File: src/hw/tws_pkg.sv
/*
 two-wire slave transmitter: shared constants, status codes and state encoding.
 assumes nothing of its surroundings; imported whole by tws_slave_tx and the bench.
*/
package tws_pkg;
   localparam int ADDR_W = 7;
   localparam int BYTE_W = 8;
   localparam int BUF_DEPTH = 2;
   localparam logic [2:0] BIT_FIRST = 3'h0;
   localparam logic [2:0] BIT_LAST = 3'h7;
   // status codes
   localparam logic [7:0] CODE_OWN_READ = 8'hA8;
   localparam logic [7:0] CODE_ARB_READ = 8'hB0;
   localparam logic [7:0] CODE_DATA_ACK = 8'hB8;
   localparam logic [7:0] CODE_DATA_NACK = 8'hC0;
   localparam logic [7:0] CODE_LAST_ACK = 8'hC8;
   localparam logic [7:0] CODE_NO_INFO = 8'hF8;
   localparam logic [7:0] CODE_BUS_ERR = 8'h00;
   localparam logic [6:0] GEN_CALL_ADDR = 7'h00;
   localparam logic READ_DIR = 1'b1;
   localparam logic PIN_LOW = 1'b0;
   typedef enum logic [6:0] {
      ST_IDLE = 7'h01,
      ST_ADDR = 7'h02,
      ST_ACK = 7'h04,
      ST_WAIT = 7'h08,
      ST_TX = 7'h10,
      ST_RACK = 7'h20,
      ST_IGN = 7'h40
   } tws_state_e;
   localparam tws_state_e ST_ERR_CODE = ST_IGN;
endpackage : tws_pkg

File: src/hw/tws_tx_buf.sv
/*
 small valid/ready buffer holding bytes waiting to go out on the bus.
 assumes one clock and a synchronous active-high reset.
*/
`timescale 1ns/1ps
`default_nettype none
module tws_tx_buf #(
   parameter int WIDTH = 8,
   parameter int DEPTH = 2
) (
   input wire logic ref_clk_in,
   input wire logic rst_in,
   input wire logic [WIDTH-1:0] in_data_in,
   input wire logic in_valid_in,
   output logic in_ready_out,
   output logic [WIDTH-1:0] out_data_out,
   output logic out_valid_out,
   input wire logic out_ready_in
);
   localparam int PW = (DEPTH > 1) ? $clog2(DEPTH) : 1;
   localparam logic [PW:0] FULL_CNT = (PW+1)'(DEPTH);
   logic [WIDTH-1:0] mem_q [DEPTH];
   logic [PW-1:0] wr_q;
   logic [PW-1:0] rd_q;
   logic [PW:0] cnt_q;
   wire push_w = in_valid_in & in_ready_out;
   wire pop_w = out_valid_out & out_ready_in;
   assign in_ready_out = (cnt_q != FULL_CNT);
   assign out_valid_out = (cnt_q != '0);
   assign out_data_out = mem_q[rd_q];
   function automatic logic [PW-1:0] nxt(input logic [PW-1:0] p);
      nxt = (p == PW'(DEPTH - 1)) ? '0 : PW'(p + 1'b1);
   endfunction : nxt
   always_ff @(posedge ref_clk_in) begin
      if (push_w) begin
         mem_q[wr_q] <= in_data_in;
      end
   end
   always_ff @(posedge ref_clk_in) begin
      if (rst_in) begin
         wr_q <= '0;
         rd_q <= '0;
         cnt_q <= '0;
      end else begin
         if (push_w) wr_q <= nxt(wr_q);
         if (pop_w) rd_q <= nxt(rd_q);
         cnt_q <= cnt_q + (PW+1)'(push_w) - (PW+1)'(pop_w);
      end
   end
endmodule : tws_tx_buf
`default_nettype wire

File: src/hw/tws_slave_tx.sv
/*
 two-wire slave transmitter with no-information and bus-error status.
 assumes scl/sda pins are open drain and resolved outside; control bits are
 plain ports; irq_clear_in and stop_request_in act on ctrl_wr_in, the enables are read live; one 25 MHz clock.
*/
`timescale 1ns/1ps
`default_nettype none
module tws_slave_tx import tws_pkg::*; (
   input wire logic ref_clk_in,
   input wire logic rst_in,
   input wire logic scl_in,
   input wire logic sda_in,
   output logic scl_out,
   output logic scl_oe_n_out,
   output logic sda_out,
   output logic sda_oe_n_out,
   input wire logic iface_enable_in,
   input wire logic ack_enable_in,
   input wire logic general_call_enable_in,
   input wire logic [ADDR_W-1:0] own_addr_in,
   input wire logic ctrl_wr_in,
   input wire logic irq_clear_in,
   input wire logic stop_request_in,
   input wire logic arb_lost_in,
   input wire logic [BYTE_W-1:0] tx_data_in,
   input wire logic tx_valid_in,
   output logic tx_ready_out,
   output logic iface_irq_flag_out,
   output logic [BYTE_W-1:0] status_code_out,
   output logic stop_request_out
);
   tws_state_e st_q, st_d;
   logic scl_s1_q, scl_s2_q, scl_p_q;
   logic sda_s1_q, sda_s2_q, sda_p_q;
   logic [2:0] cnt_q, cnt_d;
   logic [BYTE_W-1:0] sh_q, sh_d;
   logic [BYTE_W-1:0] code_q, code_d;
   logic pull_q, pull_d;
   logic last_q, last_d;
   logic nack_q, nack_d;
   logic wait_p_q;
   logic irq_q, arb_q, stop_q, err_q;
   logic irq_set, pop;
   logic [BYTE_W-1:0] buf_data;
   logic buf_valid;

   // the second stage of each synchroniser and the delayed copy behind it feed the edge logic
   always_ff @(posedge ref_clk_in) begin
      if (rst_in) begin
         {scl_s1_q, scl_s2_q, scl_p_q} <= 3'h7;
         {sda_s1_q, sda_s2_q, sda_p_q} <= 3'h7;
      end else begin
         {scl_s1_q, scl_s2_q, scl_p_q} <= {scl_in, scl_s1_q, scl_s2_q};
         {sda_s1_q, sda_s2_q, sda_p_q} <= {sda_in, sda_s1_q, sda_s2_q};
      end
   end

   wire scl_rise = scl_s2_q & ~scl_p_q;
   wire scl_fall = ~scl_s2_q & scl_p_q;
   wire scl_high = scl_s2_q & scl_p_q;
   wire start_w = scl_high & sda_p_q & ~sda_s2_q;
   wire stop_w = scl_high & ~sda_p_q & sda_s2_q;
   wire [BYTE_W-1:0] addr_byte = {sh_q[BYTE_W-2:0], sda_s2_q};
   wire own_hit = addr_byte[BYTE_W-1:1] == own_addr_in;
   wire gc_hit = general_call_enable_in & (addr_byte[BYTE_W-1:1] == GEN_CALL_ADDR);
   // ack_enable is read live, so it takes effect on the next address
   wire match_w = ack_enable_in & (own_hit | gc_hit) & (addr_byte[0] == READ_DIR);
   wire in_frame = (st_q == ST_ADDR && cnt_q != BIT_FIRST) || st_q == ST_ACK
      || st_q == ST_TX || st_q == ST_RACK;
   wire bus_err_w = iface_enable_in & (start_w | stop_w) & in_frame;
   wire irq_clr_w = ctrl_wr_in & irq_clear_in;
   wire recover_w = err_q & irq_clr_w & stop_request_in;

   tws_tx_buf #(
      .WIDTH(BYTE_W),
      .DEPTH(BUF_DEPTH)
   ) u_buf (
      .ref_clk_in(ref_clk_in),
      .rst_in(rst_in),
      .in_data_in(tx_data_in),
      .in_valid_in(tx_valid_in),
      .in_ready_out(tx_ready_out),
      .out_data_out(buf_data),
      .out_valid_out(buf_valid),
      .out_ready_in(pop)
   );

   always_comb begin
      st_d = st_q;
      cnt_d = cnt_q;
      sh_d = sh_q;
      code_d = code_q;
      pull_d = pull_q;
      last_d = last_q;
      nack_d = nack_q;
      irq_set = 1'b0;
      pop = 1'b0;
      case (st_q)
         ST_IDLE: begin
            pull_d = 1'b0;
            if (start_w) begin
               st_d = ST_ADDR;
               cnt_d = BIT_FIRST;
            end
         end
         ST_ADDR: begin
            if (stop_w) begin
               st_d = ST_IDLE;
            end else if (scl_rise) begin
               sh_d = addr_byte;
               cnt_d = cnt_q + 3'h1;
               if (cnt_q == BIT_LAST) st_d = match_w ? ST_ACK : ST_IGN;
            end
         end
         ST_ACK: begin
            if (scl_fall && !pull_q) begin
               pull_d = 1'b1;
            end else if (scl_fall) begin
               pull_d = 1'b0;
               irq_set = 1'b1;
               code_d = arb_q ? CODE_ARB_READ : CODE_OWN_READ;
               st_d = ST_WAIT;
            end
         end
         ST_WAIT: begin
            // waits for both the flag clear and a byte, so an empty buffer stretches too
            if (!irq_q && buf_valid) begin
               sh_d = buf_data;
               pop = 1'b1;
               pull_d = ~buf_data[BYTE_W-1];
               last_d = ~ack_enable_in;
               cnt_d = BIT_FIRST;
               st_d = ST_TX;
            end
         end
         ST_TX: begin
            if (scl_fall) begin
               cnt_d = cnt_q + 3'h1;
               sh_d = {sh_q[BYTE_W-2:0], 1'b0};
               pull_d = (cnt_q == BIT_LAST) ? 1'b0 : ~sh_q[BYTE_W-2];
               if (cnt_q == BIT_LAST) st_d = ST_RACK;
            end
         end
         ST_RACK: begin
            if (scl_rise) nack_d = sda_s2_q;
            if (scl_fall) begin
               irq_set = 1'b1;
               if (last_q) begin
                  code_d = nack_q ? CODE_DATA_NACK : CODE_LAST_ACK;
                  st_d = ST_IGN;
               end else if (nack_q) begin
                  code_d = CODE_DATA_NACK;
                  st_d = ST_IGN;
               end else begin
                  code_d = CODE_DATA_ACK;
                  st_d = ST_WAIT;
               end
            end
         end
         ST_IGN: begin
            pull_d = 1'b0;
            if (err_q && !recover_w) begin
               st_d = ST_IGN;
            end else if (start_w) begin
               st_d = ST_ADDR;
               cnt_d = BIT_FIRST;
            end else if (stop_w || recover_w) begin
               st_d = ST_IDLE;
            end
         end
         default: begin
            st_d = ST_IDLE;
            pull_d = 1'b0;
         end
      endcase
      if (bus_err_w) begin
         st_d = ST_ERR_CODE;
         pull_d = 1'b0;
         irq_set = 1'b1;
         code_d = CODE_BUS_ERR;
      end
      if (!iface_enable_in) begin
         st_d = ST_IDLE;
         pull_d = 1'b0;
      end
   end

   always_ff @(posedge ref_clk_in) begin
      if (rst_in) begin
         st_q <= ST_IDLE;
         cnt_q <= BIT_FIRST;
         sh_q <= '0;
         code_q <= CODE_NO_INFO;
         {pull_q, last_q, nack_q, wait_p_q} <= 4'h0;
      end else begin
         st_q <= st_d;
         cnt_q <= cnt_d;
         sh_q <= sh_d;
         code_q <= code_d;
         {pull_q, last_q, nack_q, wait_p_q} <= {pull_d, last_d, nack_d, st_q == ST_WAIT};
      end
   end

   // set beats a simultaneous software clear
   always_ff @(posedge ref_clk_in) begin
      if (rst_in) begin
         {irq_q, arb_q, stop_q, err_q} <= 4'h0;
      end else begin
         irq_q <= irq_set | (irq_q & ~irq_clr_w);
         arb_q <= arb_lost_in | (arb_q & ~irq_set);
         stop_q <= recover_w ? 1'b0 : (ctrl_wr_in ? stop_request_in : stop_q);
         err_q <= bus_err_w | (err_q & ~recover_w);
      end
   end

   assign iface_irq_flag_out = irq_q;
   assign status_code_out = irq_q ? code_q : CODE_NO_INFO;
   assign stop_request_out = stop_q;
   assign sda_out = PIN_LOW;
   assign scl_out = PIN_LOW;
   // recovery leaves both lines released; no stop is ever driven
   assign sda_oe_n_out = ~pull_q;
   // clock stays low one cycle past the byte load, so sda never moves while scl is high
   assign scl_oe_n_out = ~(st_q == ST_WAIT || wait_p_q);
endmodule : tws_slave_tx
`default_nettype wire

File: config.mk
export PLATFORM = sky130hd
export DESIGN_NAME = tws_slave_tx
export DESIGN_NICKNAME = d
export VERILOG_FILES = /design/src/hw/tws_pkg.sv /design/src/hw/tws_tx_buf.sv /design/src/hw/tws_slave_tx.sv
export SDC_FILE = /design/constraint.sdc
export NUM_CORES = 1
export LEC_CHECK = 0
export BUFFER_PORTS_ARGS = -buffer_cell sky130_fd_sc_hd__buf_2
export CORE_ASPECT_RATIO = 0.7
export CORE_MARGIN = 2
export CORE_UTILIZATION = 30
export CTS_BUF_LIST = sky130_fd_sc_hd__clkbuf_16
export DETAILED_ROUTE_END_ITERATION = 10
export PLACE_DENSITY = 0.52
export SLEW_MARGIN = 20
export SYNTH_ARGS = -nofsm -noshare
export SYNTH_HDL_FRONTEND = slang
export SYNTH_SLANG_ARGS = --single-unit
File: constraint.sdc
create_clock -name ref_clk_in -period 3.1 [get_ports ref_clk_in]
set_input_delay 0.155 -clock ref_clk_in [delete_from_list [all_inputs] [get_ports ref_clk_in]]
set_output_delay 0.155 -clock ref_clk_in [all_outputs]
set_load 0.005 [all_outputs]
==> summary.md, run 1 <==
| Metric | Value |
|---|---|
| Status | finished clean |
| Hold path start | scl_in |
| CTS buffer count | 9 |
| DRT Wirelength | 6370 microns |
| Largest cells by area after synthesis | dfxtp_1 (29%), edfxtp_1 (17%), mux2i_1 (4.6%) |
| DIE AREA | 10,200 sq um |
| Cell Pwr Density | 548 nW/um^2 |
| Startpoint Class | flip-flop |
| Max Clock Skew | 0.00582 ns |
| Pleak | 1.26 nW |
| Clock period minus worst slack | 2.68 ns |
| Crit. End Element | flip-flop |
| Min-delay worst type | in2reg |
| Worst-path maximum fanout | 8 |
| Critical Path RT | 3.31 ns |
| WL per Instance | 13.7 microns |
| CP max stage delay | 0.57 ns |
| Antenna diodes | 0 |
| Post-synth EDFFs | 16 |
| Final weighted congestion in routability-driven placement | 0.884 |
| Synthesized netlist cell count | 299 |
| Mapped cell area | 2810 sq um |
| DRC violations left | 0 |
| Avg Cell Area, Syn | 9.38 sq um |
| Power, Total | 1.86 mW |
| Final ANT Viol Nets | 0 |
| Fin. Hold Viols | 0 |
| Share of layout cells above drive strength 1 | 0.205 |
| Starting Density | 0.309 |
| Max Root-Sink Buffers | 2 |
| Reg2reg start | st_q[6] |
| Cell variety after synth | 54 |
| Yosys warns | 0 |
| Max-Cap Viols | 0 |
| Reg area | 1300 sq um |
| Setup_tns | 0 ns |
| Max_slew headroom | 0.542 |
| Chip height | 84.9 microns |
| Yosys reg bits | 57 |
| Core area | 9070 sq um |
| DPL Wire Length | 4720 microns |
| CTS tree | done |
| Post-CTS Setup Inserts | 0 |
| WHS | 0.0104 ns |
| Rows | 29 |
| Delay-heaviest family, CP | compound AO/OA/AOI/OAI gates |
| I/O pin count | 42 |
| Vias in the first global route | 2,148 |
| Root Driver | clkbuf_16 |
| Crit path kind | reg2reg |
| Post-CTS resize count | 0 |
| Largest net degree at the start of global routing | 34 |
| Total clock sinks | 57 |
| Initial antenna violation count | 0 |
| Final Cycle Share | 0.864 |
| Critical path origin | st_q[6] |
| Post-synth top area cell | dfxtp_1 |
| Slew Viols, Final | 0 |
| Clk Latency, worst-skew pair | 0.33 ns |
| Commonest cells post-synth | dfxtp_1 (41), nor2_1 (33), nand2_1 (21) |
| Count leader, synth | dfxtp_1 |
| Crit path DAT | 2.89 ns |
| Util after Layout | 0.373 |
| Nets | 369 |
| Critical path's slowest cell | or4_4 |
| H-Tree Depth | 3 |
| Worst-margin pin slew | 0.685 ns |
| Crit-path cells | or4_4 > or4_1 > a2111o_1 > o21a_2 > a221o_1 |
| Die X | 120 microns |
| Clock Pin Slew Worst Setup and Hold Paths | 0.05 ns |
| Setup Viol. Count Final | 0 |
| GRT overflow | 0 |
| Area of the multi-input gates | 1390 sq um |
| Filler cells | 931 |
| Async SR Flop Fraction | 0 |
| RSZ-0062 raised after global routing | no |
| Drt first pass iters | 6 |
| Tot GR Track Use | 0.135 |
| Via-to-Cell Ratio | 4.96 |
| Peak VDD IR | 0.331 mV |
| Port Buffer Count | 36 |
| DR iter-0 viols | 223 |
| Critical path buffer and inverter count | 0 |
| Register area share after synthesis | 0.464 |
| Fmax | 0.373 GHz |
| Synth-to-layout area growth | 20.6% |
| Hold-fix buffers, CTS | 0 |
| Synth top area share | 0.293 |
| Via count | 2,312 |
| First-pass GRT wire length | 10,700 microns |
| Main synth FF type | dfxtp_1 |
through the flow:
stage          cells  cell area [sq um]  setup WS, ns
4_1_cts          466               3380         0.434
2_1_floorplan    303               2820         0.573
6_report         466               3380         0.422
3_3_place_gp     450               3100         0.489
5_1_grt          466               3380         0.344
3_5_place_dp     450               3100         0.455
path summary, 6_finish.rpt:
check,end,slack (ns),depth (start not counted)
worst max-delay path,code_q[4],0.42,5
worst min-delay path,scl_s1_q,0.01,2
worst max register to register,code_q[4],0.42,5
worst min register to register,sda_s2_q,0.41,1
registers in the layout (all words and copies together) (netlist names), 2 cells and up, named ones only:
signal and cells:
cnt_q 3, code_q 5, sh_q 7, st_q 7
u_buf.cnt_q 2, u_buf.mem_q 16
cells in the final DEF (no fill, tap or decap), types with 2 or more instances in the layout:
master	synthesis	layout
nor2b_1	7	7
ha_1	5	5
o211ai_1	2	2
a211o_1	6	6
dfxtp_1	41	41
a211oi_1	5	5
nor4_1	3	3
inv_6	0	3
nor2_1	33	33
nor4b_1	3	3
edfxtp_1	16	16
o41ai_1	2	2
clkinvlp_4	0	2
nand3_1	13	13
inv_1	10	10
or2_2	7	7
and3_1	4	4
o2111ai_1	2	2
nor3_1	6	6
conb_1	1	5
o21ai_0	9	9
buf_2	2	36
nand4_1	4	4
a21oi_1	16	16
mux2i_1	13	13
buf_4	5	5
nand2b_1	13	13
o311ai_0	2	2
nand2_1	21	21
a311oi_1	2	2
xor2_1	7	7
clkbuf_16	0	9
xnor2_1	7	7
report_power, final:
| group | leakage [nW] | internal (mW) | switching (mW) |
|---|---|---|---|
| Sequential | 0.483 | 0.797 | 0.0142 |
| Clock | 0.135 | 0.555 | 0.374 |
| Combinational | 0.640 | 0.0485 | 0.0670 |
per-layer routing:
| metal | part of all wire | track usage |
|---|---|---|
| met3 | 0.066 | 0.0410 |
| met4 | 0.012 | 0.0481 |
| met5 | 0 | 0 |
| met2 | 0.44 | 0.199 |
| met1 | 0.48 | 0.187 |
layout make-up:
| class | instances | share of cell area |
|---|---|---|
| inverters | 10 | 0.0111 |
| flip-flops and latches | 57 | 0.385 |
| clock inverters | 7 | 0.0181 |
| multi-input cells | 218 | 0.409 |
| repair buffers | 41 | 0.0643 |
| clock buffers | 9 | 0.0666 |
| well taps | 124 | 0.0459 |
cells by family (layout without fill, tap and decap cells):
family	count (synthesis)	count (layout)	synth area share
AND/OR/NAND/NOR	124	124	0.233
other	1	5	0.00134
AO/OA/AOI/OAI	57	57	0.141
multiplexers	13	13	0.0464
flip-flops	57	57	0.464
buffers and inverters	28	67	0.0477
adder cells (fa/ha/maj)	5	5	0.0223
XOR/XNOR	14	14	0.0437
Note: power is estimated with default switching activity, not from simulation.
==> inputs of run 2 (changes only) <==
- CORE_ASPECT_RATIO: 0.7 -> 0.75
==> run 2 against run 1 <==
Effect of this change:
- combinational power barely moved
- critical path type unchanged
- cell area is 0.92% higher
- worst hold slack improved by 0.0092 ns
- sequential cell count stayed put
- largest power group unchanged
- die area hardly changed
- non-clock buffer count fell by 1
==> summary.md, run 2 (synthesized netlist as in run 1, its figures left out) <==
| Metric | Value |
|---|---|
| Status | finished clean |
| Sequential power share | 0.411 (-0.026) |
| Filler cells | 927 (-0.43%) |
| Worst reg-to-reg path cell count | 5 (unchanged) |
| Post-CTS resize count | 0 (unchanged) |
| CTS buffer count | 9 (unchanged) |
| Die X | 116 microns (-3.3%) |
| Clock period minus worst slack | 2.65 ns (-0.0312 ns) |
| Clock Pin Slew Worst Setup and Hold Paths | 0.05 ns (about the same) |
| Initial antenna violation count | 0 (unchanged) |
| Worst-margin pin slew | 0.708 ns (+0.0235 ns) |
| DRT Wirelength | 6490 microns (+1.8%) |
| Final weighted congestion in routability-driven placement | 0.907 (+2.6%) |
| Most frequent cells in the layout | dfxtp_1 (41), buf_2 (36), nor2_1 (33) |
| Most common cell after layout, fill and taps aside | dfxtp_1 |
| Via count | 2,274 (-1.6%) |
| Crit. End Element | flip-flop |
| Reg with most FFs | u_buf.mem_q |
| Min-Delay Endpoint | scl_s1_q |
| Clk Latency, worst-skew pair | 0.32 ns (about the same) |
| Synth-to-layout area growth | 21.7% |
| WHS | 0.0195 ns (+0.00915 ns) |
| Final ANT Viol Nets | 0 (unchanged) |
| Hold Path Cell Cnt | 2 (unchanged) |
| Max-Cap Viols | 0 (unchanged) |
| Met1 Use GR | 0.194 (+0.00687) |
| R2R setup slack | 0.45 ns (+0.03 ns) |
| DR iter-0 viols | 177 (-21%) |
| Core area | 9080 sq um (+0.14%) |
| Largest regs | u_buf.mem_q: 16 flops, sh_q: 7 flops, st_q: 7 flops |
| Rows | 30 (+3.4%) |
| Crit path DAT | 2.85 ns (-0.04 ns) |
| Total clock sinks | 57 (unchanged) |
| Largest net degree at the start of global routing | 34 (unchanged) |
| Power, Total | 1.97 mW (+6.3%) |
| Fmax | 0.378 GHz (+1.2%) |
| Reg2reg start | st_q[6] |
| Cell Pwr Density | 578 nW/um^2 (+5.4%) |
| RSZ-0062 raised after global routing | no |
| Setup Viol. Count Final | 0 (unchanged) |
| DRC violations left | 0 (unchanged) |
| Startpoint Class | flip-flop |
| Worst-path maximum fanout | 8 (unchanged) |
| Max_slew headroom | 0.521 (-0.0206) |
| First-pass GRT wire length | 10,500 microns (-1.7%) |
| WL per Instance | 13.8 microns (+1.1%) |
| Internal power | 1.55 mW (+11%) |
| Pleak | 1.27 nW (+1.2%) |
| Via-to-Cell Ratio | 4.85 (-2.3%) |
| Combinational power share | 0.058 (-0.004) |
| Tot GR Track Use | 0.136 (+0.000571) |
| Chip height | 87.7 microns (+3.3%) |
| Switch share | 0.216 (-0.0296) |
| Critical path origin | st_q[6] |
| Max Clock Skew | 0.00752 ns (+0.00171 ns) |
| Slew Viols, Final | 0 (unchanged) |
| Number of flip-flops in the largest register | 16 (unchanged) |
| Fin. Hold Viols | 0 (unchanged) |
| Gr busiest metal | met2 |
| Crit path kind | reg2reg |
| Met2 Usage GRT | 0.196 (-0.00279) |
| GRT met3 Usage | 0.0304 (-0.0105) |
| Post-CTS Setup Inserts | 0 (unchanged) |
| Nets | 368 (-0.27%) |
| Drt first pass iters | 4 (-2) |
| Peak VDD IR | 0.296 mV (-11%) |
| Root Driver | clkbuf_16 |
| Sw power | 0.425 mW (-6.5%) |
| GRT overflow | 0 (unchanged) |
| Final Cycle Share | 0.854 (-0.0101) |
| Starting Density | 0.309 (-0.000426) |
| DIE AREA | 10,100 sq um (about the same) |
| Share of layout cells above drive strength 1 | 0.202 (-0.00233) |
| Setup_tns | 0 ns (unchanged) |
| Hold-fix buffers, CTS | 0 (unchanged) |
| DPL Wire Length | 4720 microns (about the same) |
| I/O pin count | 42 (unchanged) |
| Clk pwr share | 0.530 (+0.030) |
| FF-to-FF End | code_q[4] |
| Hold path start | scl_in |
| Min-delay worst type | in2reg |
| Max Root-Sink Buffers | 2 (unchanged) |
| Critical Path RT | 3.30 ns (about the same) |
| Vias in the first global route | 2,063 (-4.0%) |
| Antenna diodes | 0 (unchanged) |
| Port Buffer Count | 36 (unchanged) |
| H-Tree Depth | 3 (unchanged) |
| Util after Layout | 0.376 (+0.00293) |
| CTS tree | done |
-- run 2: changes by cell type in the layout (fill, tap and decap cells not counted) --
cell	previous run	this run
inv_6	3	0
bufinv_16	0	2
clkinv_2	0	2
buf_4	5	4
clkinv_4	1	2
clkinvlp_4	2	1
inv_8	1	0
-- run 2: critical path: stages (launching register included) --
cell,delay (ns)
dfxtp_1,0.37
or4_4,0.58
or4_1,0.52
a2111o_1,0.54
o21a_2,0.19
a221o_1,0.34
-- run 2: power groups by stage --
stage                     Combinational (mW)  Clock (mW)  Sequential [mW]
after CTS                              0.116        1.06            0.812
after global placement                 0.114           0            0.826
final                                  0.115        1.05            0.811
after floorplan                       0.0768           0            0.822
after global routing                   0.132        1.09            0.814
after detailed placement               0.115           0            0.827
-- run 2: through the flow --
step                      std cells  setup WS, ns  area, sq um
after global placement          453         0.493         3090
after floorplan                 303         0.573         2820
after detailed placement        453         0.471         3090
after CTS                       469         0.452         3410
final                           469         0.454         3410
after global routing            469         0.317         3410
-- run 2: how the worst max path moves through the flow --
stage | end | cells after the start
5_1_grt | cnt_q[1] | 6
6_report | code_q[4] | 5
2_1_floorplan | code_q[4] | 6
4_1_cts | code_q[4] | 5
3_5_place_dp | code_q[4] | 5
3_3_place_gp | code_q[4] | 5
-- run 2: layout make-up --
type                    count  area, sq um  area share
repair buffers             40          210      0.0616
clock inverters             7         95.1      0.0278
flip-flops and latches     57         1300       0.381
well taps                 128          160      0.0469
inverters                  10         37.5      0.0110
clock buffers               9          225      0.0660
multi-input cells         218         1390       0.406
-- run 2: routing by layer --
layer / vias to the layer above / share of wire / wire [microns]
met5: - / 0 / 0
met4: 0 / 0.012 / 79
met3: 8 / 0.054 / 353
met2: 71 / 0.43 / 2790
met1: 1052 / 0.50 / 3260
li1: 1143 / - / -
